--- src/pkg/dpsfe_pkg.sv ---
package dpsfe_pkg;

	// ------------------------------------------------------------
	// Asynchronous character timing; bit divisors and ATR delay in link clock periods
	// ------------------------------------------------------------
	localparam logic [15:0] ETU_DIV_0       = 16'd372;
	localparam logic [15:0] ETU_DIV_1       = 16'd186;
	localparam logic [15:0] ETU_DIV_2       = 16'd93;
	localparam logic [15:0] ETU_DIV_3       = 16'd32;
	localparam logic [15:0] ATR_DELAY_CLKS  = 16'd400;
	localparam logic [3:0]  FRAME_BITS      = 4'd10;
	localparam logic [3:0]  RX_SAMPLES      = 4'd9;
	localparam logic [3:0]  GUARD_ETU       = 4'd2;
	localparam logic [3:0]  ATR_BYTES       = 4'd8;
	localparam int          ATR_WIDTH       = 64;

	// ------------------------------------------------------------
	// Synchronous link framing
	// ------------------------------------------------------------
	localparam logic [3:0]  BYTE_BITS       = 4'd8;
	localparam int          DEV_ADDR_MSB    = 7;
	localparam int          DEV_ADDR_LSB    = 4;
	localparam int          RNW_BIT         = 0;
	localparam logic [3:0]  MAX_DEV_ADDR    = 4'hE;

	// ------------------------------------------------------------
	// User memory zones
	// ------------------------------------------------------------
	localparam int          MEM_ADDR_W      = 14;
	localparam int          ZONE_MSB        = 13;
	localparam int          ZONE_LSB        = 10;
	localparam int          ZONES           = 16;

	typedef struct packed {
		logic [7:0] data;
		logic       sync_mode;
	} dpsfe_word_t;

	typedef enum {
		A_OFF, A_HOLD, A_ATR_WAIT, A_TX, A_GUARD, A_READY,
		A_RX_HALF, A_RX_BITS, A_RX_END, A_RX_ERR
	} dpsfe_astate_t;

	typedef enum {
		S_IDLE, S_ADDR, S_ADDR_DONE, S_ACK, S_WR, S_WR_DONE,
		S_RD, S_RD_ACK, S_RD_NEXT
	} dpsfe_sstate_t;

endpackage

--- src/hdl/dpsfe_front_end.sv ---
`timescale 1ns/1ps
// Overview of operation
// - Async bit lasts 372 link clock periods.
// - Sync: sample on rise, change on fall.
// - Reset release sends 64-bit answer-to-reset asynchronously.
// - No answer-to-reset in synchronous mode.
// - Reset pin idle high keeps synchronous mode.
// - Data pin only pulled low or released.
// - One data pin shared by both protocols.
// - Sync device answers only its own address.
// - Selectable faster bit rate, up to 153600 baud.
// - Sync clock up to 1 MHz handled.
// - Sixteen 1-Kbyte zones, each access-checked.
module dpsfe_front_end #(
	parameter int RXB_DEPTH = 2
) (
	input  wire logic                              core_clk,
	input  wire logic                              rst_b,
	input  wire logic                              link_clk,
	input  wire logic                              card_rst,
	input  wire logic                              sda_i,
	output wire logic                              sda_o,
	output wire logic                              sda_oe,
	input  wire logic [3:0]                        dev_addr,
	input  wire logic [1:0]                        etu_sel,
	input  wire logic [dpsfe_pkg::ATR_WIDTH-1:0]   atr_value,
	input  wire logic                              tx_valid,
	input  wire logic [7:0]                        tx_data,
	output wire logic                              tx_ready,
	output wire logic                              rx_valid,
	output dpsfe_pkg::dpsfe_word_t                 rx_word,
	input  wire logic                              rx_ready,
	output wire logic                              async_mode,
	input  wire logic [dpsfe_pkg::MEM_ADDR_W-1:0]  acc_addr,
	input  wire logic [dpsfe_pkg::ZONES-1:0]       zone_open,
	output logic                                   acc_grant
);

	// ------------------------------------------------------------
	// Pin synchronisers and edge finders
	// ------------------------------------------------------------
	logic l_s1, l_s2, l_s3;
	logic d_s1, d_s2, d_s3;
	logic r_s1, r_s2;
	logic l_rise, l_fall, start_cond, stop_cond;

	// Reset pin flops come up high: an unbonded pin reads as inactive
	// Clock flops come up at the idle level, so no false edge follows reset
	always_ff @(posedge core_clk) begin
		if (!rst_b) begin
			l_s1 <= 1'b1;
			l_s2 <= 1'b1;
			l_s3 <= 1'b1;
			d_s1 <= 1'b1;
			d_s2 <= 1'b1;
			d_s3 <= 1'b1;
			r_s1 <= 1'b1;
			r_s2 <= 1'b1;
		end else begin
			l_s1 <= link_clk;
			l_s2 <= l_s1;
			l_s3 <= l_s2;
			d_s1 <= sda_i;
			d_s2 <= d_s1;
			d_s3 <= d_s2;
			r_s1 <= card_rst;
			r_s2 <= r_s1;
		end
	end

	assign l_rise     = l_s2 & ~l_s3;
	assign l_fall     = ~l_s2 & l_s3;
	assign start_cond = l_s2 & l_s3 & ~d_s2 & d_s3;
	assign stop_cond  = l_s2 & l_s3 & d_s2 & ~d_s3;

	function automatic logic [15:0] etu_div(input logic [1:0] sel);
		unique case (sel)
			2'h0: etu_div = dpsfe_pkg::ETU_DIV_0;
			2'h1: etu_div = dpsfe_pkg::ETU_DIV_1;
			2'h2: etu_div = dpsfe_pkg::ETU_DIV_2;
			2'h3: etu_div = dpsfe_pkg::ETU_DIV_3;
		endcase
	endfunction

	// ------------------------------------------------------------
	// Receive buffer
	// ------------------------------------------------------------
	localparam int PW = (RXB_DEPTH > 1) ? $clog2(RXB_DEPTH) : 1;
	dpsfe_pkg::dpsfe_word_t rxb_mem [RXB_DEPTH];
	logic [PW-1:0]          rxb_wr, rxb_rd;
	logic [PW:0]            rxb_cnt;
	logic                   rxb_push, rxb_pop, rxb_in_ready;
	dpsfe_pkg::dpsfe_word_t rxb_in;

	assign rxb_in_ready = (rxb_cnt != PW'(0) + (PW+1)'(RXB_DEPTH));
	assign rx_valid     = (rxb_cnt != '0);
	assign rxb_pop      = rx_valid & rx_ready;
	assign rx_word      = rxb_mem[rxb_rd];

	function automatic logic [PW-1:0] ptr_inc(input logic [PW-1:0] p);
		ptr_inc = (p == PW'(RXB_DEPTH - 1)) ? '0 : p + PW'(1);
	endfunction

	always_ff @(posedge core_clk) begin
		if (!rst_b) begin
			rxb_wr  <= '0;
			rxb_rd  <= '0;
			rxb_cnt <= '0;
		end else begin
			if (rxb_push) begin
				rxb_mem[rxb_wr] <= rxb_in;
				rxb_wr          <= ptr_inc(rxb_wr);
			end
			if (rxb_pop)
				rxb_rd <= ptr_inc(rxb_rd);
			rxb_cnt <= rxb_cnt + (PW+1)'(rxb_push) - (PW+1)'(rxb_pop);
		end
	end

	// ------------------------------------------------------------
	// Asynchronous engine
	// ------------------------------------------------------------
	dpsfe_pkg::dpsfe_astate_t a_state;
	logic [15:0] a_cnt, a_div;
	logic [3:0]  a_bit, atr_idx;
	logic [9:0]  a_shift;
	logic        a_low, etu_end, half_end, atr_done, a_par_ok, a_pop, a_push;
	logic [7:0]  atr_byte;

	assign a_div    = etu_div(etu_sel);
	assign etu_end  = (a_cnt == a_div - 16'd1);
	assign half_end = (a_cnt == (a_div >> 1) - 16'd1);
	assign atr_done = (atr_idx == dpsfe_pkg::ATR_BYTES);
	assign atr_byte = atr_value[atr_idx[2:0]*8 +: 8];
	assign a_par_ok = ~^a_shift[9:1];
	assign a_pop    = l_rise & (a_state == dpsfe_pkg::A_READY) & atr_done & tx_valid;
	assign a_push   = l_rise & (a_state == dpsfe_pkg::A_RX_END) & etu_end & a_par_ok & rxb_in_ready;
	assign async_mode = (a_state != dpsfe_pkg::A_OFF);

	function automatic logic [9:0] frame_of(input logic [7:0] b);
		frame_of = {^b, b, 1'b0};
	endfunction

	always_ff @(posedge core_clk) begin
		if (!rst_b) begin
			a_state <= dpsfe_pkg::A_OFF;
			a_low   <= 1'b0;
			a_cnt   <= '0;
			a_bit   <= '0;
			a_shift <= '0;
			atr_idx <= '0;
		end else if (!r_s2) begin
			a_state <= dpsfe_pkg::A_HOLD;
			a_low   <= 1'b0;
			a_cnt   <= '0;
			atr_idx <= '0;
		end else if (l_rise) begin
			a_cnt <= etu_end ? '0 : a_cnt + 16'd1;
			unique case (a_state)
				dpsfe_pkg::A_OFF: a_cnt <= '0;
				dpsfe_pkg::A_HOLD: begin
					a_cnt   <= '0;
					a_state <= dpsfe_pkg::A_ATR_WAIT;
				end
				dpsfe_pkg::A_ATR_WAIT: begin
					a_cnt <= a_cnt + 16'd1;
					if (a_cnt == dpsfe_pkg::ATR_DELAY_CLKS - 16'd1) begin
						a_cnt   <= '0;
						a_state <= dpsfe_pkg::A_READY;
					end
				end
				dpsfe_pkg::A_READY: begin
					a_cnt <= '0;
					a_bit <= '0;
					if (!atr_done) begin
						a_shift <= frame_of(atr_byte);
						atr_idx <= atr_idx + 4'd1;
						a_low   <= 1'b1;
						a_state <= dpsfe_pkg::A_TX;
					end else if (tx_valid) begin
						a_shift <= frame_of(tx_data);
						a_low   <= 1'b1;
						a_state <= dpsfe_pkg::A_TX;
					end else if (!d_s2) begin
						a_state <= dpsfe_pkg::A_RX_HALF;
					end
				end
				dpsfe_pkg::A_TX: if (etu_end) begin
					if (a_bit == dpsfe_pkg::FRAME_BITS - 4'd1) begin
						a_low   <= 1'b0;
						a_bit   <= '0;
						a_state <= dpsfe_pkg::A_GUARD;
					end else begin
						a_low   <= ~a_shift[1];
						a_shift <= a_shift >> 1;
						a_bit   <= a_bit + 4'd1;
					end
				end
				dpsfe_pkg::A_GUARD: if (etu_end) begin
					a_bit <= a_bit + 4'd1;
					if (a_bit == dpsfe_pkg::GUARD_ETU - 4'd1)
						a_state <= dpsfe_pkg::A_READY;
				end
				dpsfe_pkg::A_RX_HALF: if (half_end) begin
					a_cnt   <= '0;
					a_bit   <= '0;
					a_state <= dpsfe_pkg::A_RX_BITS;
				end
				dpsfe_pkg::A_RX_BITS: if (etu_end) begin
					a_shift <= {d_s2, a_shift[9:1]};
					a_bit   <= a_bit + 4'd1;
					if (a_bit == dpsfe_pkg::RX_SAMPLES - 4'd1)
						a_state <= dpsfe_pkg::A_RX_END;
				end
				// Bad parity or a full buffer asks the reader to repeat
				dpsfe_pkg::A_RX_END: if (etu_end) begin
					if (a_par_ok && rxb_in_ready) begin
						a_bit   <= dpsfe_pkg::GUARD_ETU - 4'd1;
						a_state <= dpsfe_pkg::A_GUARD;
					end else begin
						a_low   <= 1'b1;
						a_state <= dpsfe_pkg::A_RX_ERR;
					end
				end
				dpsfe_pkg::A_RX_ERR: if (etu_end) begin
					a_low   <= 1'b0;
					a_bit   <= '0;
					a_state <= dpsfe_pkg::A_GUARD;
				end
			endcase
		end
	end

	// ------------------------------------------------------------
	// Synchronous engine
	// ------------------------------------------------------------
	dpsfe_pkg::dpsfe_sstate_t s_state;
	logic [7:0] s_shift;
	logic [3:0] s_cnt;
	logic       s_rnw, s_low, s_act, s_match, s_push, s_pop;

	assign s_act   = ~async_mode;
	assign s_match = (s_shift[dpsfe_pkg::DEV_ADDR_MSB:dpsfe_pkg::DEV_ADDR_LSB] == dev_addr)
	               & (dev_addr <= dpsfe_pkg::MAX_DEV_ADDR);
	assign s_push  = s_act & l_fall & (s_state == dpsfe_pkg::S_WR_DONE) & rxb_in_ready;
	assign s_pop   = s_act & l_fall & tx_valid
	               & ((s_state == dpsfe_pkg::S_ACK & s_rnw) | (s_state == dpsfe_pkg::S_RD_NEXT));

	// Edges are core-clock sampled, so a 1 MHz link clock gives ten samples
	always_ff @(posedge core_clk) begin
		if (!rst_b || !s_act) begin
			s_state <= dpsfe_pkg::S_IDLE;
			s_low   <= 1'b0;
			s_cnt   <= '0;
			s_rnw   <= 1'b0;
			s_shift <= '0;
		end else if (stop_cond) begin
			s_state <= dpsfe_pkg::S_IDLE;
			s_low   <= 1'b0;
		end else if (start_cond) begin
			s_state <= dpsfe_pkg::S_ADDR;
			s_low   <= 1'b0;
			s_cnt   <= '0;
		end else if (l_rise) begin
			unique case (s_state)
				dpsfe_pkg::S_ADDR, dpsfe_pkg::S_WR: begin
					s_shift <= {s_shift[6:0], d_s2};
					s_cnt   <= s_cnt + 4'd1;
					if (s_cnt == dpsfe_pkg::BYTE_BITS - 4'd1)
						s_state <= (s_state == dpsfe_pkg::S_ADDR) ? dpsfe_pkg::S_ADDR_DONE
						                                          : dpsfe_pkg::S_WR_DONE;
				end
				dpsfe_pkg::S_RD_ACK: s_state <= d_s2 ? dpsfe_pkg::S_IDLE : dpsfe_pkg::S_RD_NEXT;
				default: ;
			endcase
		end else if (l_fall) begin
			unique case (s_state)
				dpsfe_pkg::S_ADDR_DONE: begin
					s_rnw   <= s_shift[dpsfe_pkg::RNW_BIT];
					s_low   <= s_match;
					s_state <= s_match ? dpsfe_pkg::S_ACK : dpsfe_pkg::S_IDLE;
				end
				dpsfe_pkg::S_WR_DONE: begin
					s_rnw   <= 1'b0;
					s_low   <= rxb_in_ready;
					s_state <= rxb_in_ready ? dpsfe_pkg::S_ACK : dpsfe_pkg::S_IDLE;
				end
				dpsfe_pkg::S_ACK, dpsfe_pkg::S_RD_NEXT: begin
					s_cnt <= 4'd1;
					if (s_state == dpsfe_pkg::S_ACK && !s_rnw) begin
						s_low   <= 1'b0;
						s_cnt   <= '0;
						s_state <= dpsfe_pkg::S_WR;
					end else if (tx_valid) begin
						s_low   <= ~tx_data[7];
						s_shift <= {tx_data[6:0], 1'b0};
						s_state <= dpsfe_pkg::S_RD;
					end else begin
						s_low   <= 1'b0;
						s_state <= dpsfe_pkg::S_IDLE;
					end
				end
				dpsfe_pkg::S_RD: begin
					if (s_cnt == dpsfe_pkg::BYTE_BITS) begin
						s_low   <= 1'b0;
						s_state <= dpsfe_pkg::S_RD_ACK;
					end else begin
						s_low   <= ~s_shift[7];
						s_shift <= s_shift << 1;
						s_cnt   <= s_cnt + 4'd1;
					end
				end
				default: ;
			endcase
		end
	end

	// ------------------------------------------------------------
	// Shared pin, streams and zone check
	// ------------------------------------------------------------
	assign sda_o    = 1'b0;
	assign sda_oe   = a_low | s_low;
	assign tx_ready = a_pop | s_pop;
	assign rxb_push = a_push | s_push;
	assign rxb_in   = a_push ? dpsfe_pkg::dpsfe_word_t'{data: a_shift[8:1], sync_mode: 1'b0}
	                         : dpsfe_pkg::dpsfe_word_t'{data: s_shift, sync_mode: 1'b1};

	always_ff @(posedge core_clk) begin
		if (!rst_b)
			acc_grant <= 1'b0;
		else
			acc_grant <= zone_open[acc_addr[dpsfe_pkg::ZONE_MSB:dpsfe_pkg::ZONE_LSB]];
	end

endmodule

--- config.mk ---
export PLATFORM = sky130hd
export DESIGN_NAME = dpsfe_front_end
export DESIGN_NICKNAME = d
export VERILOG_FILES = /design/src/pkg/dpsfe_pkg.sv /design/src/hdl/dpsfe_front_end.sv
export SDC_FILE = /design/constraint.sdc
export NUM_CORES = 1
export LEC_CHECK = 0
export ABC_AREA = 1
export BUFFER_PORTS_ARGS = -buffer_cell sky130_fd_sc_hd__buf_2
export CORE_MARGIN = 8
export CORE_UTILIZATION = 58
export CTS_BUF_LIST = sky130_fd_sc_hd__clkbuf_4
export DETAILED_ROUTE_END_ITERATION = 10
export PLACE_DENSITY = 0.84
export SLEW_MARGIN = 10
export SYNTH_ARGS = -nofsm -noshare
export SYNTH_HDL_FRONTEND = slang
export SYNTH_SLANG_ARGS = --single-unit
--- constraint.sdc ---
create_clock -name core_clk -period 3.2 [get_ports core_clk]
set_input_delay 0.48 -clock core_clk [delete_from_list [all_inputs] [get_ports core_clk]]
set_output_delay 0.48 -clock core_clk [all_outputs]
set_load 0.02 [all_outputs]
**Word level (Yosys, flattened, before mapping)**

Memories as Yosys holds them, arrays and structs flattened. A register that Yosys moved wholly into a read port is not among the register bits.
Cells that the tools add are included.
W data, S select, Z words.

- Register bits after elaboration: 126
- Bits in writable memories: 18
- Input bits: 115
- Output and inout port bits: 15
- Memories: 1

- $add $sub $neg: 10
- $lt $le $gt $ge: 2
- Eq/ne operators: 78
- Shifts and indexed selects: 1
- Multiplexer cells: 86
- Bitwise logic cells: 38
- Reduce and logical (&&, ||, !) cells: 43

Memory list:

| memory | depth | width | rd ports | clocked after memory_dff | wr ports | line | text |
|---|---|---|---|---|---|---|---|
| rxb_mem | 2 | 9 | 1 | 1 | 1 | dpsfe_front_end.sv:89 | `dpsfe_pkg::dpsfe_word_t rxb_mem [RXB_DEPTH];` |

Operators with widths:

| cell | count |
|---|---|
| $mux W32 | 17 |
| $eq A32 B3 Y1 const B | 9 |
| $pmux W32 S9 | 1 |
| $eq A32 B2 Y1 const B | 5 |
| $eq A32 B4 Y1 const B | 5 |
| $pmux W32 S4 | 1 |
| $eq A32 B1 Y1 const B | 2 |
| $eq A32 B5 Y1 const B | 2 |
| $pmux W16 S4 | 1 |
| $pmux W32 S2 | 1 |
| $shiftx A64 B7 Y8 | 1 |
| $mux W4 | 14 |
| $mux W10 | 5 |
| $mux W16 | 3 |
| $mux W8 | 6 |
| $ne A3 B3 Y1 const B | 16 |
| $pmux W16 S3 | 1 |
| $eq A16 B16 Y1 | 2 |
| $logic_not A32 Y1 | 1 |
| $reduce_bool A32 Y1 | 1 |
| $pmux W10 S3 | 1 |
| $ne A2 B2 Y1 const B | 14 |
| $reduce_and A13 Y1 | 2 |
| $pmux W4 S6 | 1 |
| other kinds (54) | 146 |

**Depth between registers and ports, before layout**

Gate-level depths: netlist (run 1).

- Word-level depth: 11
- Depth in mapped cells: 18
- Gate-level depth less buffers: 18

**Worst setup path after synthesis (run 1)**

OpenSTA, ideal clock, no wires.

- Path kind: input port to flip-flop
- Start: input port etu_sel[0]
- End: memory rxb_mem[1][0] in the netlist's numbering (enable)
- Arrival time: 2275 ps
- Setup slack: 573 ps
- Stages on the path: 11
- Buffers on the path: 1
- Path through: inv_1 > ha_1 > nor2_4 > xor2_1 > inv_1 > nand2_1 > nand3_1 > nor3_4 > nand2_2 > buf_6 > a21oi_2

- Longest elaborated chain between the ends: 11
- Elaborated cells between the ends (all ways): 14
- Those cells by class: add/sub (1); eq/ne (4); mux (4); bitwise (4); reduce/logical (1)

Ends and longest elaborated chain:

| item | line | text |
|---|---|---|
| start: declaration | dpsfe_front_end.sv:25 | `input wire logic [1:0] etu_sel,` |
| $eq A2 B2 Y1, or another cell as far along | dpsfe_front_end.sv:77 | `unique case (sel)` |
| $pmux W16 S4 * | dpsfe_front_end.sv:77 |  |
| $sub A16 B1 Y16 * | dpsfe_front_end.sv:131 | `assign etu_end = (a_cnt == a_div - 16'd1);` |
| $eq A16 B16 Y1 * | dpsfe_front_end.sv:131 |  |
| $and A1 B1 Y1 * (3 in a row) | dpsfe_front_end.sv:137 | `assign a_push = l_rise & (a_state == dpsfe_pkg::A_RX_END) & etu_end & a_par_ok & rxb_in_ready;` |
| $or A1 B1 Y1 * | dpsfe_front_end.sv:324 | `assign rxb_push = a_push \| s_push;` |
| $mux W1 * | dpsfe_front_end.sv:110 | `if (rxb_push) begin` |
| $mux W1 * | dpsfe_front_end.sv:105 | `if (!rst_b) begin` |
| $mux W1 (implied by the code) * | dpsfe_front_end.sv:111 | `rxb_mem[rxb_wr] <= rxb_in;` |
| end: declaration | dpsfe_front_end.sv:89 |  |

Every way passes the cells marked *; elsewhere a longest branch is shown, timed or not. The select of a mux whose other input is x is not followed.

**Worst setup path in the final report (run 1)**

- Start: register atr_idx[2]
- End: output port tx_ready

- Longest elaborated chain between the ends: 4

Ends and longest elaborated chain:

| item | line | text |
|---|---|---|
| start: declaration | dpsfe_front_end.sv:125 | `logic [3:0] a_bit, atr_idx;` |
| start signal: assignment | dpsfe_front_end.sv:177 | `atr_idx <= atr_idx + 4'd1;` |
| $eq A4 B4 Y1 | dpsfe_front_end.sv:133 | `assign atr_done = (atr_idx == dpsfe_pkg::ATR_BYTES);` |
| $and A1 B1 Y1 (2 in a row) | dpsfe_front_end.sv:136 | `assign a_pop = l_rise & (a_state == dpsfe_pkg::A_READY) & atr_done & tx_valid;` |
| $or A1 B1 Y1 | dpsfe_front_end.sv:323 | `assign tx_ready = a_pop \| s_pop;` |
| end: declaration | dpsfe_front_end.sv:29 | `output wire logic tx_ready,` |

No other way between the ends.

==> flow_summary.ini, run 1 <==
[critical_path]
worstSetupStartpointType = flip-flop
worstPathMaxFanout = 22
cpMaxStageDelayCell = sky130_fd_sc_hd__dfxtp_1
worst-endpoint-arrival_ns = 2.26
r2r_start = a_shift[1]
path_delay_family = buffers and inverters
crit_path_end_kind = output pin
r2r.worst_path.cells = 14
worst-path-buf-inv = 4
crit_path_cell_trace = buf_4 > inv_2 > nand3_2 > inv_2 > nand3_1 > a21oi_1 > buf_2
worst_path_largest_cell_delay_ns = 0.33
reg2reg_to = rxb_cnt[1]
path_class = flip-flop to output pin
cp_data_required_time_ns = 2.72
worst-r2r-setup-slack_ns = 0.81
cpMostUsedCell = sky130_fd_sc_hd__inv_2

[route]
route.detailed.wl_per_inst_um = 13.2
number_of_drc_violations_after_detailed_routing = 0
dr.pass1.iters = 7
drtIter0Drc = 629
route.antenna.remaining_nets = 0
via_count = 6825
detail_routed_via_count_per_cell = 5.25
postRouteWirelength_um = 17200

[grt]
pin_count_of_the_biggest_net_entering_global_routing = 36
grt_pass1_vias = 6529
final_global_route_overflow_total = 0
global_route_wire_length_before_repair_um = 28500
initial_antenna_violation_count = 1
grt_usage_pct = 22.8

[sta]
hold_viol = 0
maxSlewViolCount = 0
fin_crit_ns = 2.74
setup_violations = 0
clock-skew-final_ns = 0.0289
max_freq_mhz = 365
worst_slew_pin_slew_ns = 0.576
max_slew_margin_pct = 61.4
rsz0062_at_grt = false
fin_tns_setup_ns = 0
layout_worst_path_cycle_share_pct = 85.5

[floorplan]
die-height_um = 123
rows = 39
pin_count = 130
floorplan.initialDensity_pct = 58.5
die_x_um = 123
dieArea_mm2 = 0.0150
design.core.area_mm2 = 0.0113

[outcome]
result_of_the_run = completed

[min_path]
hold_path_class = input pin to flip-flop
hold_depth = 2
worstHoldEndpoint = d_s1
hold_path_startpoint = sda_i

[cts]
cts-buffers-inserted = 9
ctsResizeCount = 0
clock_tree.root_cell = sky130_fd_sc_hd__clkbuf_4
post_cts_buffers = 0
worst_setup_hold_path_clk_slew_ns = 0.15
clockBufferDepth = 2
post_cts_hold_buffer_count = 0
clkLatencyLatePin_ns = 0.47
htreeDepth = 3
cts_tree = yes
clkSinkCount = 88

[pwr]
seq_power_share_pct = 54.5
ir_drop_mv = 0.246
power.density_cell_area_mw_per_mm2 = 289
share_comb_of_total_power_pct = 18.2
power.internal_uw = 1480
cellLeakagePower_uw = 0.00364
power.share.switching_pct = 31.0
power_switching_uw = 666
clkPwrFrac_pct = 27.3

[logic_synthesis]
synth_ff_type = sky130_fd_sc_hd__dfxtp_1
ys_warn_count = 0
synth_enable_flop_cells = 18
synth_area_per_inst_um2 = 6.34
post_synth_num_cell_types = 49
synth_async_sr_flop_share_pct = 0
syn-instance-count = 1041
mappedNetlistNets = 1176
ys_seq_elements = 88
synth_area_mm2 = 0.00660
synth_seq_area_share_pct = 29.4

[layout]
layout.filler_cells = 1059
design.final.nets = 1286
final_layout_size_suffix_gt1_share_pct = 16.8
finish.utilization_pct = 65.8
area_growth_syn_to_layout_pct = 12.3

[job]
drv_cap = 0

[place]
gp_congestion = 0.933
io_buffer_count = 118
dp_hpwl_um = 13600
-- sequential cells by signal (all words and copies together), names as in the netlist, 2 cells and up, named ones only --
name and cells:
a_shift 9, atr_idx 4, rxb_cnt 2, s_cnt 4, a_state 4, a_cnt 16, s_shift 8, s_state 4
a_bit 4, rxb_mem 18
-- through the flow --
| step | hold slack [ns] | area, µm² | total power (µW) | std cells | setup WS [ns] |
|---|---|---|---|---|---|
| 2_1_floorplan | 0.393 | 6600 | 1440 | 1041 | 0.573 |
| 3_3_place_gp | 0.396 | 7290 | 1570 | 1283 | 0.258 |
| 3_5_place_dp | 0.408 | 7290 | 1580 | 1283 | 0.174 |
| 4_1_cts | 0.176 | 7410 | 2150 | 1299 | 0.451 |
| 5_1_grt | 0.185 | 7410 | 2240 | 1300 | 0.296 |
| 6_report | 0.191 | 7410 | 2150 | 1300 | 0.463 |
-- cells in the final DEF (no fill, tap or decap), types with 3 or more instances in the layout --
| cell | instances |
|---|---|
| sky130_fd_sc_hd__nand3_1 | 93 |
| sky130_fd_sc_hd__clkinv_4 | 3 |
| sky130_fd_sc_hd__buf_4 | 9 |
| sky130_fd_sc_hd__nor2_4 | 6 |
| sky130_fd_sc_hd__edfxtp_1 | 18 |
| sky130_fd_sc_hd__nand3_2 | 3 |
| sky130_fd_sc_hd__xor2_1 | 22 |
| sky130_fd_sc_hd__o21ai_0 | 62 |
| sky130_fd_sc_hd__clkbuf_4 | 9 |
| sky130_fd_sc_hd__ha_1 | 20 |
| sky130_fd_sc_hd__or2_2 | 10 |
| sky130_fd_sc_hd__dfxtp_1 | 70 |
| sky130_fd_sc_hd__o22ai_1 | 8 |
| sky130_fd_sc_hd__buf_2 | 118 |
| sky130_fd_sc_hd__inv_1 | 142 |
| sky130_fd_sc_hd__inv_2 | 7 |
| sky130_fd_sc_hd__a21oi_2 | 3 |
| sky130_fd_sc_hd__nor2_1 | 113 |
| sky130_fd_sc_hd__xnor2_1 | 16 |
| sky130_fd_sc_hd__nand4_1 | 13 |
| sky130_fd_sc_hd__a21oi_1 | 31 |
| sky130_fd_sc_hd__nor3_1 | 22 |
| sky130_fd_sc_hd__o211ai_1 | 9 |
| sky130_fd_sc_hd__mux2_2 | 9 |
| sky130_fd_sc_hd__nand2_1 | 301 |
-- power by group through the flow --
stage	Clock, µW	Sequential [µW]	Combinational [µW]
floorplan	0	1180	259
global route	631	1170	438
CTS	594	1170	390
detailed placement	0	1190	387
global placement	0	1190	381
finish	586	1170	391
-- worst max path at each step --
stage,slack [ns],start,cells after the start,end
final,0.46,atr_idx[2],7,tx_ready
after global routing,0.30,atr_idx[2],7,tx_ready
after detailed placement,0.17,etu_sel[0],17,rxb_cnt[1]
after CTS,0.45,atr_idx[2],7,tx_ready
after floorplan,0.57,etu_sel[0],11,rxb_mem[1][0]
after global placement,0.26,etu_sel[0],17,rxb_cnt[1]
-- metal layers --
layer	track usage [%]	vias to the layer above	share of wire, %
li1	-	3547	-
met1	29.1	3031	46
met2	38.1	221	46
met3	4.46	26	6.9
met4	6.78	0	1.4
met5	0	-	0
-- cells by family (layout without fill, tap and decap cells) --
family | after synthesis | count (layout) | share of synthesized area [%]
simple gates | 577 | 577 | 38.0
buf+inv | 178 | 293 | 10.8
compound gates | 130 | 130 | 11.4
flops | 88 | 88 | 29.4
xor+xnor | 38 | 38 | 5.04
fa+ha+maj | 20 | 20 | 3.79
mux | 9 | 9 | 1.54
other cells | 1 | 2 | 0.0568
-- cell type report --
type / instances / area (µm²) / share of cell area (%)
tap: 143 / 179 / 2.41
clock inverter: 7 / 55.1 / 0.743
inverter: 150 / 563 / 7.59
sequential: 88 / 1940 / 26.2
antenna: 1 / 2.50 / 0.0338
multi-input combinational: 775 / 3950 / 53.2
timing repair buffer: 127 / 658 / 8.88
clock buffer: 9 / 67.6 / 0.911
-- cells in the mapped netlist, drive strengths merged, types with 2 or more instances --
cell,count,area (µm²)
nand2,303,1140
inv,149,559
nor2,121,504
nand3,96,495
dfxtp,70,1400
o21ai,65,333
a21oi,34,181
nor3,26,163
xor2,22,193
buf,21,121
ha,20,250
edfxtp,18,541
xnor2,16,140
nand4,13,81.3
or2,12,77.6
mux2,9,101
o211ai,9,67.6
o22ai,8,50.1
clkbuf,7,26.3
a211oi,2,15.0
a31o,2,17.5
a31oi,2,12.5
nor3b,2,15.0
nor4,2,12.5
o21a,2,15.0
o221ai,2,17.5
No activity file was read; power rests on OpenSTA's default activity.
==> run 2, diff against run 1 <==
Clock period 3.2 ns to 2.99 ns, I/O delays scaled along.
==> flow_summary.ini, run 2 (same netlist as run 1, synthesis figures left out) <==
[outcome]
result_of_the_run = completed

[cts]
clock_tree.root_cell = sky130_fd_sc_hd__clkbuf_4
cts_tree = yes
post_cts_hold_buffer_count = 0
clkLatencyLatePin_ns = 0.45
post_cts_buffers = 0
worst_setup_hold_path_clk_slew_ns = 0.16
ctsResizeCount = 0
cts-buffers-inserted = 9
clockBufferDepth = 2
htreeDepth = 3
clkSinkCount = 88

[grt]
final_global_route_overflow_total = 0
grt_pass1_vias = 6419
grt_usage_pct = 22.6
pin_count_of_the_biggest_net_entering_global_routing = 36
global_route_wire_length_before_repair_um = 28400
initial_antenna_violation_count = 1

[layout]
largest_reg_flops = 18
finish.utilization_pct = 66.0
final_cell_area_mm2 = 0.00744
area_growth_syn_to_layout_pct = 12.8
layout.cells.most_common = sky130_fd_sc_hd__nand2_1
final_layout_size_suffix_gt1_share_pct = 17.1
biggestRegsByFlops = rxb_mem (18), a_cnt (16), a_shift (9)
layout.filler_cells = 1013
design.final.nets = 1289
registers.top_by_ff_count = rxb_mem
final_cell_mix = sky130_fd_sc_hd__nand2_1 (301), sky130_fd_sc_hd__inv_1 (142), sky130_fd_sc_hd__buf_2 (118), sky130_fd_sc_hd__nor2_1 (113), sky130_fd_sc_hd__nand3_1 (93)

[sta]
fin_tns_setup_ns = 0
layout_worst_path_cycle_share_pct = 88.9
hold_viol = 0
worst_slew_pin_slew_ns = 0.539
fin_crit_ns = 2.66
clock-skew-final_ns = 0.0219
rsz0062_at_grt = false
maxSlewViolCount = 0
max_freq_mhz = 376
setup_violations = 0
max_slew_margin_pct = 63.8

[critical_path]
crit_path_cell_trace = buf_4 > inv_2 > nand3_2 > inv_2 > nand3_1 > a21oi_1 > buf_2
cpMaxStageDelayCell = sky130_fd_sc_hd__dfxtp_1
r2r_start = atr_idx[1]
cp-startpoint = atr_idx[2]
worstSetupStartpointType = flip-flop
path_delay_family = buffers and inverters
cp_data_required_time_ns = 2.54
worstPathMaxFanout = 22
cpMostUsedCell = sky130_fd_sc_hd__inv_2
path_class = flip-flop to output pin
worst-endpoint-arrival_ns = 2.21
crit_path_end_kind = output pin
worst_path_largest_cell_delay_ns = 0.34
worst-path-buf-inv = 4

[place]
io_buffer_count = 118
gp_congestion = 0.928
post_dp_cell_area_mm2 = 0.00731
dp_hpwl_um = 13300

[route]
detail_routed_via_count_per_cell = 5.23
via_count = 6809
route.detailed.wl_per_inst_um = 12.9
dr.pass1.iters = 8
drtIter0Drc = 573
postRouteWirelength_um = 16800
route.antenna.remaining_nets = 0
number_of_drc_violations_after_detailed_routing = 0

[floorplan]
pin_count = 130
die_x_um = 123
floorplan.initialDensity_pct = 58.5
design.core.area_mm2 = 0.0113
die-height_um = 123
rows = 39
dieArea_mm2 = 0.0150

[job]
drv_cap = 0

[min_path]
hold_path_startpoint = sda_i
hold_path_class = input pin to flip-flop

[pwr]
power.density_cell_area_mw_per_mm2 = 311
ir_drop_mv = 0.249
cellLeakagePower_uw = 0.00366
## run 2: per-layer routing
layer / GRT usage, % / routed length [µm]
met1: 29.7 / 7690
met2: 37.0 / 7580
met3: 5.01 / 1310
met4: 4.95 / 175
met5: 0 / 0
## run 2: path summary, 6_finish.rpt
check                                   to  slack, ns  cells after the start
worst max-delay path              tx_ready       0.33                      7
worst min-delay path                  d_s1       0.18                      2
worst max register to register  a_shift[5]       0.63                     11
worst min register to register        l_s2       0.43                      1
## run 2: report_power, final
part	internal, µW	switching (µW)
Clock	188	453
Sequential	1230	23.0
Combinational	180	241
## run 2: cell type report
| class | count | area, µm² | share of cell area [%] |
|---|---|---|---|
| clock inverters | 7 | 60.1 | 0.807 |
| repair buffers | 130 | 681 | 9.15 |
| flip-flops and latches | 88 | 1940 | 26.1 |
| clock buffers | 9 | 67.6 | 0.908 |
| multi-input cells | 775 | 3950 | 53.0 |
| inverters | 150 | 563 | 7.57 |
| diodes | 1 | 2.50 | 0.0336 |
| well taps | 143 | 179 | 2.40 |
## run 2: metrics by stage
stage,hold WS [ns],cells,setup WS (ns),power [µW]
after floorplan,0.393,1041,0.395,1540
after global placement,0.394,1286,0.237,1690
after detailed placement,0.401,1286,0.124,1690
after CTS,0.160,1302,0.330,2330
after global routing,0.163,1303,0.165,2430
final,0.183,1303,0.331,2310
